===== src/lfcb_pkg.sv =====
// Purpose: constants for the left filter coefficient bank
// Assumes: apb with 32-bit data, one aligned word per register
// Notes:   printed offsets are register indices, byte address is four times the index
package lfcb_pkg;

  localparam int          NUM_REGS   = 10;
  localparam int          NUM_COEFS  = 5;
  localparam int          ADDR_W     = 8;
  localparam int          DATA_W     = 32;
  localparam int          BYTE_W     = 8;
  localparam int          COEF_W     = 16;

  // register indices
  localparam logic [7:0]  IDX_FB2_HIGH  = 8'h0f;
  localparam logic [7:0]  IDX_FB2_LOW   = 8'h10;
  localparam logic [7:0]  IDX_FB4_HIGH  = 8'h11;
  localparam logic [7:0]  IDX_FB4_LOW   = 8'h12;
  localparam logic [7:0]  IDX_FB5_HIGH  = 8'h13;
  localparam logic [7:0]  IDX_FB5_LOW   = 8'h14;
  localparam logic [7:0]  IDX_FF0_HIGH  = 8'h15;
  localparam logic [7:0]  IDX_FF0_LOW   = 8'h16;
  localparam logic [7:0]  IDX_FF1_HIGH  = 8'h17;
  localparam logic [7:0]  IDX_FF1_LOW   = 8'h18;
  localparam logic [7:0]  IDX_FIRST     = IDX_FB2_HIGH;
  localparam logic [7:0]  IDX_LAST      = IDX_FF1_LOW;

  // reset values
  localparam logic [7:0]  RST_FB2_HIGH  = 8'h84;
  localparam logic [7:0]  RST_FB2_LOW   = 8'hee;
  localparam logic [7:0]  RST_FB4_HIGH  = 8'h7d;
  localparam logic [7:0]  RST_FB4_LOW   = 8'h83;
  localparam logic [7:0]  RST_FB5_HIGH  = 8'h84;
  localparam logic [7:0]  RST_FB5_LOW   = 8'hee;
  localparam logic [7:0]  RST_FF0_HIGH  = 8'h39;
  localparam logic [7:0]  RST_FF0_LOW   = 8'h55;
  localparam logic [7:0]  RST_FF1_HIGH  = 8'hf3;
  localparam logic [7:0]  RST_FF1_LOW   = 8'h2d;

  // reset table, entry n is register IDX_FIRST + n
  localparam logic [NUM_REGS*8-1:0] RST_TABLE = {
    RST_FF1_LOW, RST_FF1_HIGH, RST_FF0_LOW, RST_FF0_HIGH, RST_FB5_LOW,
    RST_FB5_HIGH, RST_FB4_LOW, RST_FB4_HIGH, RST_FB2_LOW, RST_FB2_HIGH};

  typedef enum logic [1:0] {
    LFCB_IDLE   = 2'b00,
    LFCB_ACCESS = 2'b01
  } lfcb_state_type;

endpackage : lfcb_pkg


===== src/lfcb_byte_reg.sv =====
// Purpose: one byte-wide coefficient register with a fixed reset value
// Assumes: synchronous active-high reset
// Notes:   write enable is a one-cycle strobe from the bus slave
`timescale 1ns/100ps
module lfcb_byte_reg #(
  parameter logic [7:0] RESET_VAL = 8'h00
) (
  input  wire logic       mclk,
  input  wire logic       srst,
  input  wire logic       wr_en,
  input  wire logic [7:0] wr_data,
  output logic      [7:0] q
);

  always_ff @(posedge mclk) begin
    if (srst) begin
      q <= RESET_VAL;
    end else if (wr_en) begin
      q <= wr_data;
    end
  end

endmodule : lfcb_byte_reg


===== src/lfcb_top.sv =====
// Purpose: apb register bank for left playback filter coefficients
// Assumes: mclk 125 MHz, srst synchronous active high
// Notes:   pready answers one cycle into the access phase
//
// The APB register port was left to the implementer.
`timescale 1ns/100ps
module lfcb_top
  import lfcb_pkg::*;
(
  input  wire logic                        mclk,
  input  wire logic                        srst,
  input  wire logic                        psel,
  input  wire logic                        penable,
  input  wire logic                        pwrite,
  input  wire logic [lfcb_pkg::ADDR_W-1:0] paddr,
  input  wire logic [lfcb_pkg::DATA_W-1:0] pwdata,
  input  wire logic [3:0]                  pstrb,
  output logic      [lfcb_pkg::DATA_W-1:0] prdata,
  output logic                             pready,
  output logic                             pslverr,
  output logic signed [lfcb_pkg::COEF_W-1:0] feedback_tap_two,
  output logic signed [lfcb_pkg::COEF_W-1:0] feedback_tap_four,
  output logic signed [lfcb_pkg::COEF_W-1:0] feedback_tap_five,
  output logic signed [lfcb_pkg::COEF_W-1:0] feedforward_tap_zero,
  output logic signed [lfcb_pkg::COEF_W-1:0] feedforward_tap_one
);

  ////////////////////////////////////////////////////////////////////////////
  // decode
  logic [7:0]          idx;
  logic                hit;
  logic [3:0]          sel_n;
  logic [NUM_REGS-1:0] wr_en;
  logic [7:0]          regs [NUM_REGS];
  lfcb_state_type      state_r;
  lfcb_state_type      state_nxt;

  assign idx   = {2'b00, paddr[7:2]};
  assign hit   = (paddr[1:0] == 2'b00) && (idx >= IDX_FIRST) && (idx <= IDX_LAST);
  assign sel_n = 4'(idx - IDX_FIRST);

  ////////////////////////////////////////////////////////////////////////////
  // apb state: answer in the first access cycle after one wait
  always_comb begin
    state_nxt = state_r;
    case (state_r)
      LFCB_IDLE: begin
        if (psel && penable) begin
          state_nxt = LFCB_ACCESS;
        end
      end
      LFCB_ACCESS: begin
        state_nxt = LFCB_IDLE;
      end
      default: begin
        state_nxt = LFCB_IDLE;
      end
    endcase
  end

  always_ff @(posedge mclk) begin
    if (srst) begin
      state_r <= LFCB_IDLE;
    end else begin
      state_r <= state_nxt;
    end
  end

  // access is completed at the edge where pready is seen high
  logic done;
  logic take;
  assign done = psel && penable && pready;
  // first access cycle: the state machine has not answered yet
  assign take = psel && penable && (state_r == LFCB_IDLE);

  ////////////////////////////////////////////////////////////////////////////
  // register array with documented reset values
  genvar g;
  generate
    for (g = 0; g < NUM_REGS; g++) begin : g_reg
      assign wr_en[g] = done && pwrite && hit && pstrb[0] && (sel_n == 4'(g));
      lfcb_byte_reg #(
        .RESET_VAL (RST_TABLE[g*8 +: 8])
      ) u_reg (
        .mclk    (mclk),
        .srst    (srst),
        .wr_en   (wr_en[g]),
        .wr_data (pwdata[7:0]),
        .q       (regs[g])
      );
    end
  endgenerate

  ////////////////////////////////////////////////////////////////////////////
  // bus answer
  always_ff @(posedge mclk) begin
    if (srst) begin
      pready  <= 1'b0;
      pslverr <= 1'b0;
      prdata  <= '0;
    end else begin
      pready  <= take;
      pslverr <= take && !hit;
      if (take && !pwrite && hit) begin
        prdata <= {24'h000000, regs[sel_n]};
      end else begin
        prdata <= '0;
      end
    end
  end

  ////////////////////////////////////////////////////////////////////////////
  // coefficients to the datapath, high byte first
  always_ff @(posedge mclk) begin
    if (srst) begin
      feedback_tap_two     <= {RST_FB2_HIGH, RST_FB2_LOW};
      feedback_tap_four    <= {RST_FB4_HIGH, RST_FB4_LOW};
      feedback_tap_five    <= {RST_FB5_HIGH, RST_FB5_LOW};
      feedforward_tap_zero <= {RST_FF0_HIGH, RST_FF0_LOW};
      feedforward_tap_one  <= {RST_FF1_HIGH, RST_FF1_LOW};
    end else begin
      feedback_tap_two     <= {regs[0], regs[1]};
      feedback_tap_four    <= {regs[2], regs[3]};
      feedback_tap_five    <= {regs[4], regs[5]};
      feedforward_tap_zero <= {regs[6], regs[7]};
      feedforward_tap_one  <= {regs[8], regs[9]};
    end
  end

  ////////////////////////////////////////////////////////////////////////////
  // checks
  property p_coef_pair;
    @(posedge mclk) disable iff (srst)
      1'b1 |=> feedback_tap_four == $signed({$past(regs[2]), $past(regs[3])});
  endproperty
  a_coef_pair: assert property (p_coef_pair) else $error("coef pairing wrong");

  property p_rst_fb2;
    @(posedge mclk) srst |=> regs[0] == 8'h84 && regs[1] == 8'hee;
  endproperty
  a_rst_fb2: assert property (p_rst_fb2) else $error("fb2 reset wrong");
  property p_rst_fb4;
    @(posedge mclk) srst |=> regs[2] == 8'h7d && regs[3] == 8'h83;
  endproperty
  a_rst_fb4: assert property (p_rst_fb4) else $error("fb4 reset wrong");
  property p_rst_fb5;
    @(posedge mclk) srst |=> regs[4] == 8'h84 && regs[5] == 8'hee;
  endproperty
  a_rst_fb5: assert property (p_rst_fb5) else $error("fb5 reset wrong");
  property p_rst_ff0;
    @(posedge mclk) srst |=> regs[6] == 8'h39 && regs[7] == 8'h55;
  endproperty
  a_rst_ff0: assert property (p_rst_ff0) else $error("ff0 reset wrong");
  property p_rst_ff1;
    @(posedge mclk) srst |=> regs[8] == 8'hf3 && regs[9] == 8'h2d;
  endproperty
  a_rst_ff1: assert property (p_rst_ff1) else $error("ff1 reset wrong");
  property p_rst_out;
    @(posedge mclk) srst |=> feedforward_tap_one == 16'hf32d && feedback_tap_two == 16'h84ee;
  endproperty
  a_rst_out: assert property (p_rst_out) else $error("output reset wrong");
  property p_write_seen;
    @(posedge mclk) disable iff (srst)
      wr_en[7] |=> ##1 feedforward_tap_zero[7:0] == $past(pwdata[7:0], 2);
  endproperty
  a_write_seen: assert property (p_write_seen) else $error("write not seen");
  property p_ready_bound;
    @(posedge mclk) disable iff (srst) (psel && penable) |-> ##[0:1] pready;
  endproperty
  a_ready_bound: assert property (p_ready_bound) else $error("no ready");

  c_write: cover property (@(posedge mclk) disable iff (srst) done && pwrite && hit);
  c_read:  cover property (@(posedge mclk) disable iff (srst) done && !pwrite && hit);
  c_err:   cover property (@(posedge mclk) disable iff (srst) pready && pslverr);
  c_back:  cover property (@(posedge mclk) disable iff (srst) done ##1 (psel && !penable));
  c_reset: cover property (@(posedge mclk) srst ##1 !srst);

  ////////////////////////////////////////////////////////////////////////////
  // reset values seen on the datapath outputs
  property p_rst_out_fb4;
    @(posedge mclk) srst |=> feedback_tap_four == {RST_FB4_HIGH, RST_FB4_LOW};
  endproperty
  a_rst_out_fb4: assert property (p_rst_out_fb4) else $error("fb4 output reset wrong");

  property p_rst_out_fb5;
    @(posedge mclk) srst |=> feedback_tap_five == {RST_FB5_HIGH, RST_FB5_LOW};
  endproperty
  a_rst_out_fb5: assert property (p_rst_out_fb5) else $error("fb5 output reset wrong");

  property p_rst_out_ff0;
    @(posedge mclk) srst |=> feedforward_tap_zero == {RST_FF0_HIGH, RST_FF0_LOW};
  endproperty
  a_rst_out_ff0: assert property (p_rst_out_ff0) else $error("ff0 output reset wrong");

  ////////////////////////////////////////////////////////////////////////////
  // bus answer shape
  property p_rst_bus;
    @(posedge mclk) srst |=> !pready && !pslverr && prdata == '0;
  endproperty
  a_rst_bus: assert property (p_rst_bus) else $error("bus answer reset wrong");

  property p_ready_pulse;
    @(posedge mclk) disable iff (srst) pready |=> !pready;
  endproperty
  a_ready_pulse: assert property (p_ready_pulse) else $error("pready held too long");

  property p_err_with_ready;
    @(posedge mclk) disable iff (srst) pslverr |-> pready;
  endproperty
  a_err_with_ready: assert property (p_err_with_ready) else $error("pslverr without pready");

  property p_err_match;
    @(posedge mclk) disable iff (srst) done |-> pslverr == !hit;
  endproperty
  a_err_match: assert property (p_err_match) else $error("pslverr disagrees with decode");

  property p_rdata_quiet;
    @(posedge mclk) disable iff (srst) (!pready || pwrite || pslverr) |-> prdata == '0;
  endproperty
  a_rdata_quiet: assert property (p_rdata_quiet) else $error("prdata not zero");

  property p_upper_zero;
    @(posedge mclk) disable iff (srst) pready |-> prdata[31:8] == 24'h000000;
  endproperty
  a_upper_zero: assert property (p_upper_zero) else $error("prdata upper lanes not zero");

  property p_refused_keeps;
    @(posedge mclk) disable iff (srst)
      (done && pwrite && !hit) |=> ##1 $stable(feedback_tap_two) && $stable(feedback_tap_four)
        && $stable(feedback_tap_five) && $stable(feedforward_tap_zero)
        && $stable(feedforward_tap_one);
  endproperty
  a_refused_keeps: assert property (p_refused_keeps) else $error("refused write landed");

  ////////////////////////////////////////////////////////////////////////////
  // writes reach the right byte of the right coefficient
  property p_write_fb2_high;
    @(posedge mclk) disable iff (srst)
      wr_en[0] |=> ##1 feedback_tap_two[15:8] == $past(pwdata[7:0], 2);
  endproperty
  a_write_fb2_high: assert property (p_write_fb2_high) else $error("fb2 high write lost");

  property p_write_fb4_low;
    @(posedge mclk) disable iff (srst)
      wr_en[3] |=> ##1 feedback_tap_four[7:0] == $past(pwdata[7:0], 2);
  endproperty
  a_write_fb4_low: assert property (p_write_fb4_low) else $error("fb4 low write lost");

  property p_write_fb5_high;
    @(posedge mclk) disable iff (srst)
      wr_en[4] |=> ##1 feedback_tap_five[15:8] == $past(pwdata[7:0], 2);
  endproperty
  a_write_fb5_high: assert property (p_write_fb5_high) else $error("fb5 high write lost");

  property p_write_ff1_low;
    @(posedge mclk) disable iff (srst)
      wr_en[9] |=> ##1 feedforward_tap_one[7:0] == $past(pwdata[7:0], 2);
  endproperty
  a_write_ff1_low: assert property (p_write_ff1_low) else $error("ff1 low write lost");

  ////////////////////////////////////////////////////////////////////////////
  // reads return the byte that the datapath uses
  property p_read_fb2_high;
    @(posedge mclk) disable iff (srst)
      (done && !pwrite && hit && sel_n == 4'd0) |-> prdata[7:0] == feedback_tap_two[15:8];
  endproperty
  a_read_fb2_high: assert property (p_read_fb2_high) else $error("fb2 high read wrong");

  property p_read_fb4_low;
    @(posedge mclk) disable iff (srst)
      (done && !pwrite && hit && sel_n == 4'd3) |-> prdata[7:0] == feedback_tap_four[7:0];
  endproperty
  a_read_fb4_low: assert property (p_read_fb4_low) else $error("fb4 low read wrong");

  property p_read_fb5_low;
    @(posedge mclk) disable iff (srst)
      (done && !pwrite && hit && sel_n == 4'd5) |-> prdata[7:0] == feedback_tap_five[7:0];
  endproperty
  a_read_fb5_low: assert property (p_read_fb5_low) else $error("fb5 low read wrong");

  property p_read_ff0_high;
    @(posedge mclk) disable iff (srst)
      (done && !pwrite && hit && sel_n == 4'd6) |-> prdata[7:0] == feedforward_tap_zero[15:8];
  endproperty
  a_read_ff0_high: assert property (p_read_ff0_high) else $error("ff0 high read wrong");

  property p_read_ff1_low;
    @(posedge mclk) disable iff (srst)
      (done && !pwrite && hit && sel_n == 4'd9) |-> prdata[7:0] == feedforward_tap_one[7:0];
  endproperty
  a_read_ff1_low: assert property (p_read_ff1_low) else $error("ff1 low read wrong");

endmodule : lfcb_top


===== config.mk =====
export PLATFORM = sky130hd
export DESIGN_NAME = lfcb_top
export DESIGN_NICKNAME = d
export VERILOG_FILES = /design/src/lfcb_pkg.sv /design/src/lfcb_byte_reg.sv /design/src/lfcb_top.sv
export SDC_FILE = /design/constraint.sdc
export NUM_CORES = 1
export LEC_CHECK = 0
export ABC_AREA = 1
export BUFFER_PORTS_ARGS = -buffer_cell sky130_fd_sc_hd__buf_4
export CAP_MARGIN = 20
export CORE_ASPECT_RATIO = 1.1
export CORE_UTILIZATION = 55
export DETAILED_ROUTE_END_ITERATION = 6
export GPL_ROUTABILITY_DRIVEN = 1
export GPL_TIMING_DRIVEN = 0
export PLACE_DENSITY = 0.83
export SLEW_MARGIN = 20
export SYNTH_ARGS = -nofsm -noshare
export SYNTH_HDL_FRONTEND = slang
export SYNTH_SLANG_ARGS = --single-unit

===== constraint.sdc =====
create_clock -name mclk -period 3.2 [get_ports mclk]
set_input_delay 0.16 -clock mclk [delete_from_list [all_inputs] [get_ports mclk]]
set_output_delay 0.16 -clock mclk [all_outputs]
set_load 0.03 [all_outputs]

== Word-level counts from Yosys, hierarchy flattened ==
Index checks and enable logic that the tools add are counted.
Word-level totals
  register bits after elaboration: 195
  latch bits: 0
  RAM bits: 0
  ROM bits: 0
  bits of input ports: 49
  word-level logic and storage cells: 67
  memories: 0
Operators by class
  $add $sub $neg: 1
  multipliers: 0
  divide/modulo/power cells: 0
  magnitude comparators: 3
  equality and inequality tests: 9
  shifts and indexed selects: 0
  muxes and demuxes: 3
  bitwise gates (word level): 3
  reductions and logical operators: 28
Operator list (count)
  $bmux W8 S4: 1
  $logic_and A1 B1 Y1: 21
  $eq A4 B3 Y1 const B: 4
  $mux W8: 2
  $eq A4 B2 Y1 const B: 2
  $eq A4 B4 Y1 const B: 2
  $ge A6 B4 Y1 const B: 1
  $le A6 B5 Y1 const B: 1
  $ge A5 B5 Y1 const B: 1
  $not A4 Y5: 1
  $eq A4 B1 Y1 const B: 1
  $logic_not A2 Y1: 2
  $logic_not A4 Y1: 1
  $reduce_or A2 Y1: 2
  $sub A4 B4 Y4 const B: 1
  $logic_not A1 Y1: 2
  $not A1 Y1: 2

== Logic depth before layout (Yosys ltp) ==
  depth in word-level cells: 6
  depth in mapped cells: 13

== Hierarchy ==
Synthesis repeated with hierarchy kept, for this count alone.
Unflattened totals
  cells, all modules: 969
  area total of the unflattened synthesis: 6879.1 µm²
Modules (own cells, without submodules)
  lfcb_top: times used 1, cells each 545, area an instance 3817.4 µm²
  lfcb_byte_reg at g_reg[1].u_reg ...: times used 4, cells each 39, area an instance 301.5 µm²
  lfcb_byte_reg at g_reg[6].u_reg ...: times used 3, cells each 43, area an instance 304.0 µm²
  lfcb_byte_reg at g_reg[0].u_reg ...: times used 2, cells each 47, area an instance 316.6 µm²
  lfcb_byte_reg at g_reg[3].u_reg: times used 1, cells each 45, area an instance 310.3 µm²

== Least setup slack after synthesis ==
OpenSTA, ideal clock, no wires.
  kind: input to register
  start point: input paddr[2] in the netlist's numbering
  end point: register g_reg[0].u_reg.q[0]
  library setup time: 0.110 ns
  arrival time: 1.766 ns
  slack: 1.324 ns
  cell stages on the path: 13
  buffers on the path: 4
  cells stage by stage: inv_2 > clkbuf_1 > ha_1 > buf_2 > nand2_1 > nand2_1 > nand3_2 > nor2_4 > buf_4 > buf_4 > nand4_1 > nand2_1 > nor2_1
Between the ends
  word-level cells in the longest chain between the ends: 6
Ends and longest elaborated chain
  start, declared: RTL line lfcb_top.sv:15  | input wire logic [lfcb_pkg::ADDR_W-1:0] paddr,
  $ge A6 B4 Y1: RTL line lfcb_top.sv:39  | assign hit = (paddr[1:0] == 2'b00) && (idx >= IDX_FIRST) && (idx <= IDX_LAST);
  $logic_and A1 B1 Y1 (2 in a row): RTL line lfcb_top.sv:39
  $logic_and A1 B1 Y1 (2 in a row): RTL line lfcb_top.sv:81  | assign wr_en[g] = done && pwrite && hit && pstrb[0] && (sel_n == 4'(g));
  $logic_and A1 B1 Y1 (*): RTL line lfcb_top.sv:81
  end signal, assigned: RTL line lfcb_byte_reg.sv:19  | q <= wr_data;
  end, declared: RTL line lfcb_byte_reg.sv:12  | output logic [7:0] q
Mark *: on every way between the ends. The rest lies on a longest branch, timed or not.
A chain may end at the register's enable or synchronous reset.

== Final worst setup path ==
  start point: input paddr[2] in the netlist's numbering
  end point: register g_reg[9].u_reg.q[4]
Between the ends
  word-level cells in the longest chain between the ends: 6
Ends and longest elaborated chain (RTL line)
  $ge A6 B4 Y1: lfcb_top.sv:39
  $logic_and A1 B1 Y1 (2 in a row): lfcb_top.sv:39
  $logic_and A1 B1 Y1 (2 in a row): lfcb_top.sv:81
  $logic_and A1 B1 Y1 (*): lfcb_top.sv:81
  end signal, assigned: lfcb_byte_reg.sv:19
  end, declared: lfcb_byte_reg.sv:12
Marks and branches as above.

==> results.md <==
- Nets@finish: 1104
- Total Die Area: 12940 µm²
- Simple-gate share of the synthesized area: 0.3134
- Clock input transition at the sequential cells of the worst setup and hold paths: 0.07 ns
- Number of cells produced by synthesis: 900
- Final number of setup-violating endpoints: 0
- Leak pwr: 4.140 nW
- Count of final max-slew check failures: 0
- Average vias per placed instance: 5.464
- Average wire per standard cell: 17.16 µm
- Slowest cell on the critical path: sky130_fd_sc_hd__clkbuf_1
- Half-perimeter wire length of the detailed placement result: 14700 µm
- Global-route congestion overflow total: 0
- Met2 layer wire length in the routed design: 9372 µm
- Gpl congestion: 0.9689
- Die H: 119.2 µm
- Worst clock skew: 0.007665 ns
- Yosys top cell by area: sky130_fd_sc_hd__dfxtp_1
- Number of global-route vias before repair: 6227
- Worst hold slack: 0.03516 ns
- Fraction of the yosys area taken by sequential cells: 0.4983
- Number of diodes added for antenna fixing: 0
- Adder-cell share of the synthesized area: 0.007285
- Clock tree from TritonCTS: done
- Unrepaired setup endpoints after global routing: no
- CP top delay family: buffers and inverters
- IR drop worst, VDD: 0.3249 mV
- Number of top-level pins: 163
- Finished Cell Area: 8578 µm²
- Number of optimization iterations in the first detailed-route pass: 5
- Gates resized, CTS repair: 0
- Transition at the pin with the smallest max-transition slack: 0.7622 ns
- Wirelength, routed: 20900 µm
- Cell count after placement: 1186
- Worst setup slack after placement: 0.3571 ns
- Ratio of cells with drive above 1 in the final layout: 0.2143
- Ordered cell list for the critical path: buf_4 > inv_2 > clkbuf_1 > ha_1 > buf_2 > nand2_1 > nand2_1 > nand3_2 > nor2_4 > buf_4 > buf_4 > nand4_1 > nand2_1 > nor2_1
- Signed area change from the synthesized netlist to the final layout: 24.86%
- Largest net degree at the start of global routing: 17
- Number of warnings issued by yosys: 0
- Kind of critical path: in2reg
- Buffers & Inverters on Critical Path: 6
- Sort of element at the start of the critical path: input port
- Worst setup EP type: register
- Main area contributors after synthesis: sky130_fd_sc_hd__dfxtp_1, sky130_fd_sc_hd__nand2_1, sky130_fd_sc_hd__nand4_1
- Starting density of the core: 0.5684
- Antenna violations before repair: 0
- Largest stage delay, worst path: 0.46 ns
- Met1 Wirelength: 8070 µm
- Number of DRC violations after detailed routing: 0
- Combinational family with the most area after synthesis: simple AND/OR/NAND/NOR gates
- TritonCTS buffer count: 17
- Flops & latches, synth: 171
- Hold Crit Class: in2reg
- Mux contribution to synthesized area: 0
- Minimum period implied by the final worst setup slack: 2.516 ns
- Number of H-tree levels: 4
- XOR/XNOR share of the synthesized area: 0.002368
- Top layer in use: met4
- Outcome: complete, no violations
- Setup TNS Final: 0 ns
- Number of hold violations in the final report: 0
- Total power divided by cell area: 544.6 nW/µm²
- Post-synthesis area per instance: 7.634 µm²
- First-pass GRT wire length: 32560 µm
- Clk sinks: 171
- Count of buffers inserted at the top-level ports: 109
- Worst path required time: 3.53 ns
- Total length of routed met3 wires: 2234 µm
- Area of the core region: 12090 µm²
- Die outline width: 108.6 µm
- Post-route setup slack: 0.6844 ns
- Crit-path max FO: 11
- Clock Root Buffer: sky130_fd_sc_hd__clkbuf_16
- Netlist Area Pre-Place: 6870 µm²
- Number of distinct library cells after synthesis: 25
- Placement row count: 42
- Antenna Violating Nets Remaining: 0
- Fmax: 0.3975 GHz
- Max-cap violations: 0
- Vias after detailed routing: 6655
- Total routing resource utilization after global routing: 0.3382
- Proportion of netlist area held by the largest area contributor: 0.4983
- Data arrival time of the critical path: 2.84 ns
- CTS max path bufs: 2
- Post-CTS Setup Bufs: 0
- 1st-iter DRT viols: 634
- Later-pin clock latency in the skew report: 0.43 ns
- Final period util: 0.7861
- Max-slew headroom at the worst pin: 0.4919
- Standard cell area after detailed placement: 7968 µm²
- Count of placed standard cells in the final layout, fillers left out: 1218
- Compound-cell area share of the yosys netlist: 0.05099
- Number of buffers added to fix hold violations after cts: 0
[area by class of cell]
cell class	count	area, µm²
Sequential cell	171	3423
Multi-Input combinational cell	559	2660
Timing Repair Buffer	109	818.3
Clock buffer	17	425.4
Inverter	112	420.4
Tap cell	154	192.7
Fill cell	1022	3508
Clock inverter	15	185.2
Buffer	81	452.9
[cells by family (layout without fill, tap and decap cells)]
family                     after synthesis  count (layout)
AOI/OAI and AO/OA                       69              69
xor gates and xnor gates                 1               1
adders and majority gates                4               4
buffers and inverters                  193             334
DFF                                    171             171
other                                    1              24
and+or+nand+nor                        461             461
[per-stage QoR]
stage                     power (mW)  utilization
final                          4.672       0.7097
after global routing           4.796       0.7097
after CTS                      4.642       0.7097
after detailed placement       2.551       0.6592
after global placement         2.551       0.6592
after floorplan                2.426            -
[power breakdown]
part           total, mW  internal, mW  switching [mW]
registers           2.13          2.13        0.000685
logic              0.394         0.102           0.292
clock network       2.15          1.24           0.907
[metal layers]
layer  vias up  GRT usage
met5         -          0
met4         0     0.2035
met3        99    0.08101
met2       428     0.5182
met1      3001     0.4267
li1       3127          -
[state kept, by name, summed over array words and instances, names as in the netlist]
register / cells
feedforward_tap_one: 16
prdata: 8
feedback_tap_five: 16
g.u_reg.q: 80
feedback_tap_two: 16
feedforward_tap_zero: 16
pready: 1
feedback_tap_four: 16
state_r: 1
pslverr: 1
[path summary, 6_finish.rpt]
check	from	endpoint	slack, ns	depth (start not counted)
max reg2reg	pready	g_reg[9].u_reg.q[4]	1.50	7
min	penable	state_r[0]	0.04	3
max	paddr[2]	g_reg[9].u_reg.q[4]	0.68	14
min reg2reg	state_r[0]	state_r[0]	0.44	1
[worst register-to-register path: stages, from the launching register on]
cell and delay, ns:
sky130_fd_sc_hd__dfxtp_1 0.33, sky130_fd_sc_hd__nand4_1 0.16, sky130_fd_sc_hd__nor2_4 0.33, sky130_fd_sc_hd__buf_4 0.27
sky130_fd_sc_hd__buf_4 0.21, sky130_fd_sc_hd__nand4_1 0.11, sky130_fd_sc_hd__nand2_1 0.15, sky130_fd_sc_hd__nor2_1 0.05
[synth_stat cells]
cell type and n:
sky130_fd_sc_hd__a21oi_1 24, sky130_fd_sc_hd__buf_1 9, sky130_fd_sc_hd__buf_2 4, sky130_fd_sc_hd__buf_4 36
sky130_fd_sc_hd__buf_6 1, sky130_fd_sc_hd__clkbuf_1 30, sky130_fd_sc_hd__clkbuf_2 1, sky130_fd_sc_hd__conb_1 1
sky130_fd_sc_hd__dfxtp_1 171, sky130_fd_sc_hd__ha_1 4, sky130_fd_sc_hd__inv_1 109, sky130_fd_sc_hd__inv_2 3
sky130_fd_sc_hd__nand2_1 189, sky130_fd_sc_hd__nand3_1 62, sky130_fd_sc_hd__nand3_2 3, sky130_fd_sc_hd__nand4_1 83
sky130_fd_sc_hd__nor2_1 82, sky130_fd_sc_hd__nor2_2 1, sky130_fd_sc_hd__nor2_4 3, sky130_fd_sc_hd__nor3_1 4
sky130_fd_sc_hd__nor3_2 1, sky130_fd_sc_hd__o211ai_1 2, sky130_fd_sc_hd__o21ai_0 43, sky130_fd_sc_hd__or2_2 33
sky130_fd_sc_hd__xor2_2 1
[cells in the final DEF, fill, tap and decap left out, types with 4 or more instances in the layout]
cell type | netlist | final
sky130_fd_sc_hd__or2_2 | 33 | 33
sky130_fd_sc_hd__dfxtp_1 | 171 | 171
sky130_fd_sc_hd__o21ai_0 | 43 | 43
sky130_fd_sc_hd__nand2_1 | 189 | 189
sky130_fd_sc_hd__buf_4 | 36 | 145
sky130_fd_sc_hd__nand4_1 | 83 | 83
sky130_fd_sc_hd__buf_1 | 9 | 9
sky130_fd_sc_hd__conb_1 | 1 | 24
sky130_fd_sc_hd__nand3_1 | 62 | 62
sky130_fd_sc_hd__ha_1 | 4 | 4
sky130_fd_sc_hd__clkbuf_16 | 0 | 17
sky130_fd_sc_hd__clkbuf_1 | 30 | 30
sky130_fd_sc_hd__inv_6 | 0 | 5
sky130_fd_sc_hd__buf_2 | 4 | 4
sky130_fd_sc_hd__inv_1 | 109 | 109
sky130_fd_sc_hd__nor3_1 | 4 | 4
sky130_fd_sc_hd__nor2_1 | 82 | 82
sky130_fd_sc_hd__a21oi_1 | 24 | 24
Note: power is estimated with default switching activity, not from simulation.
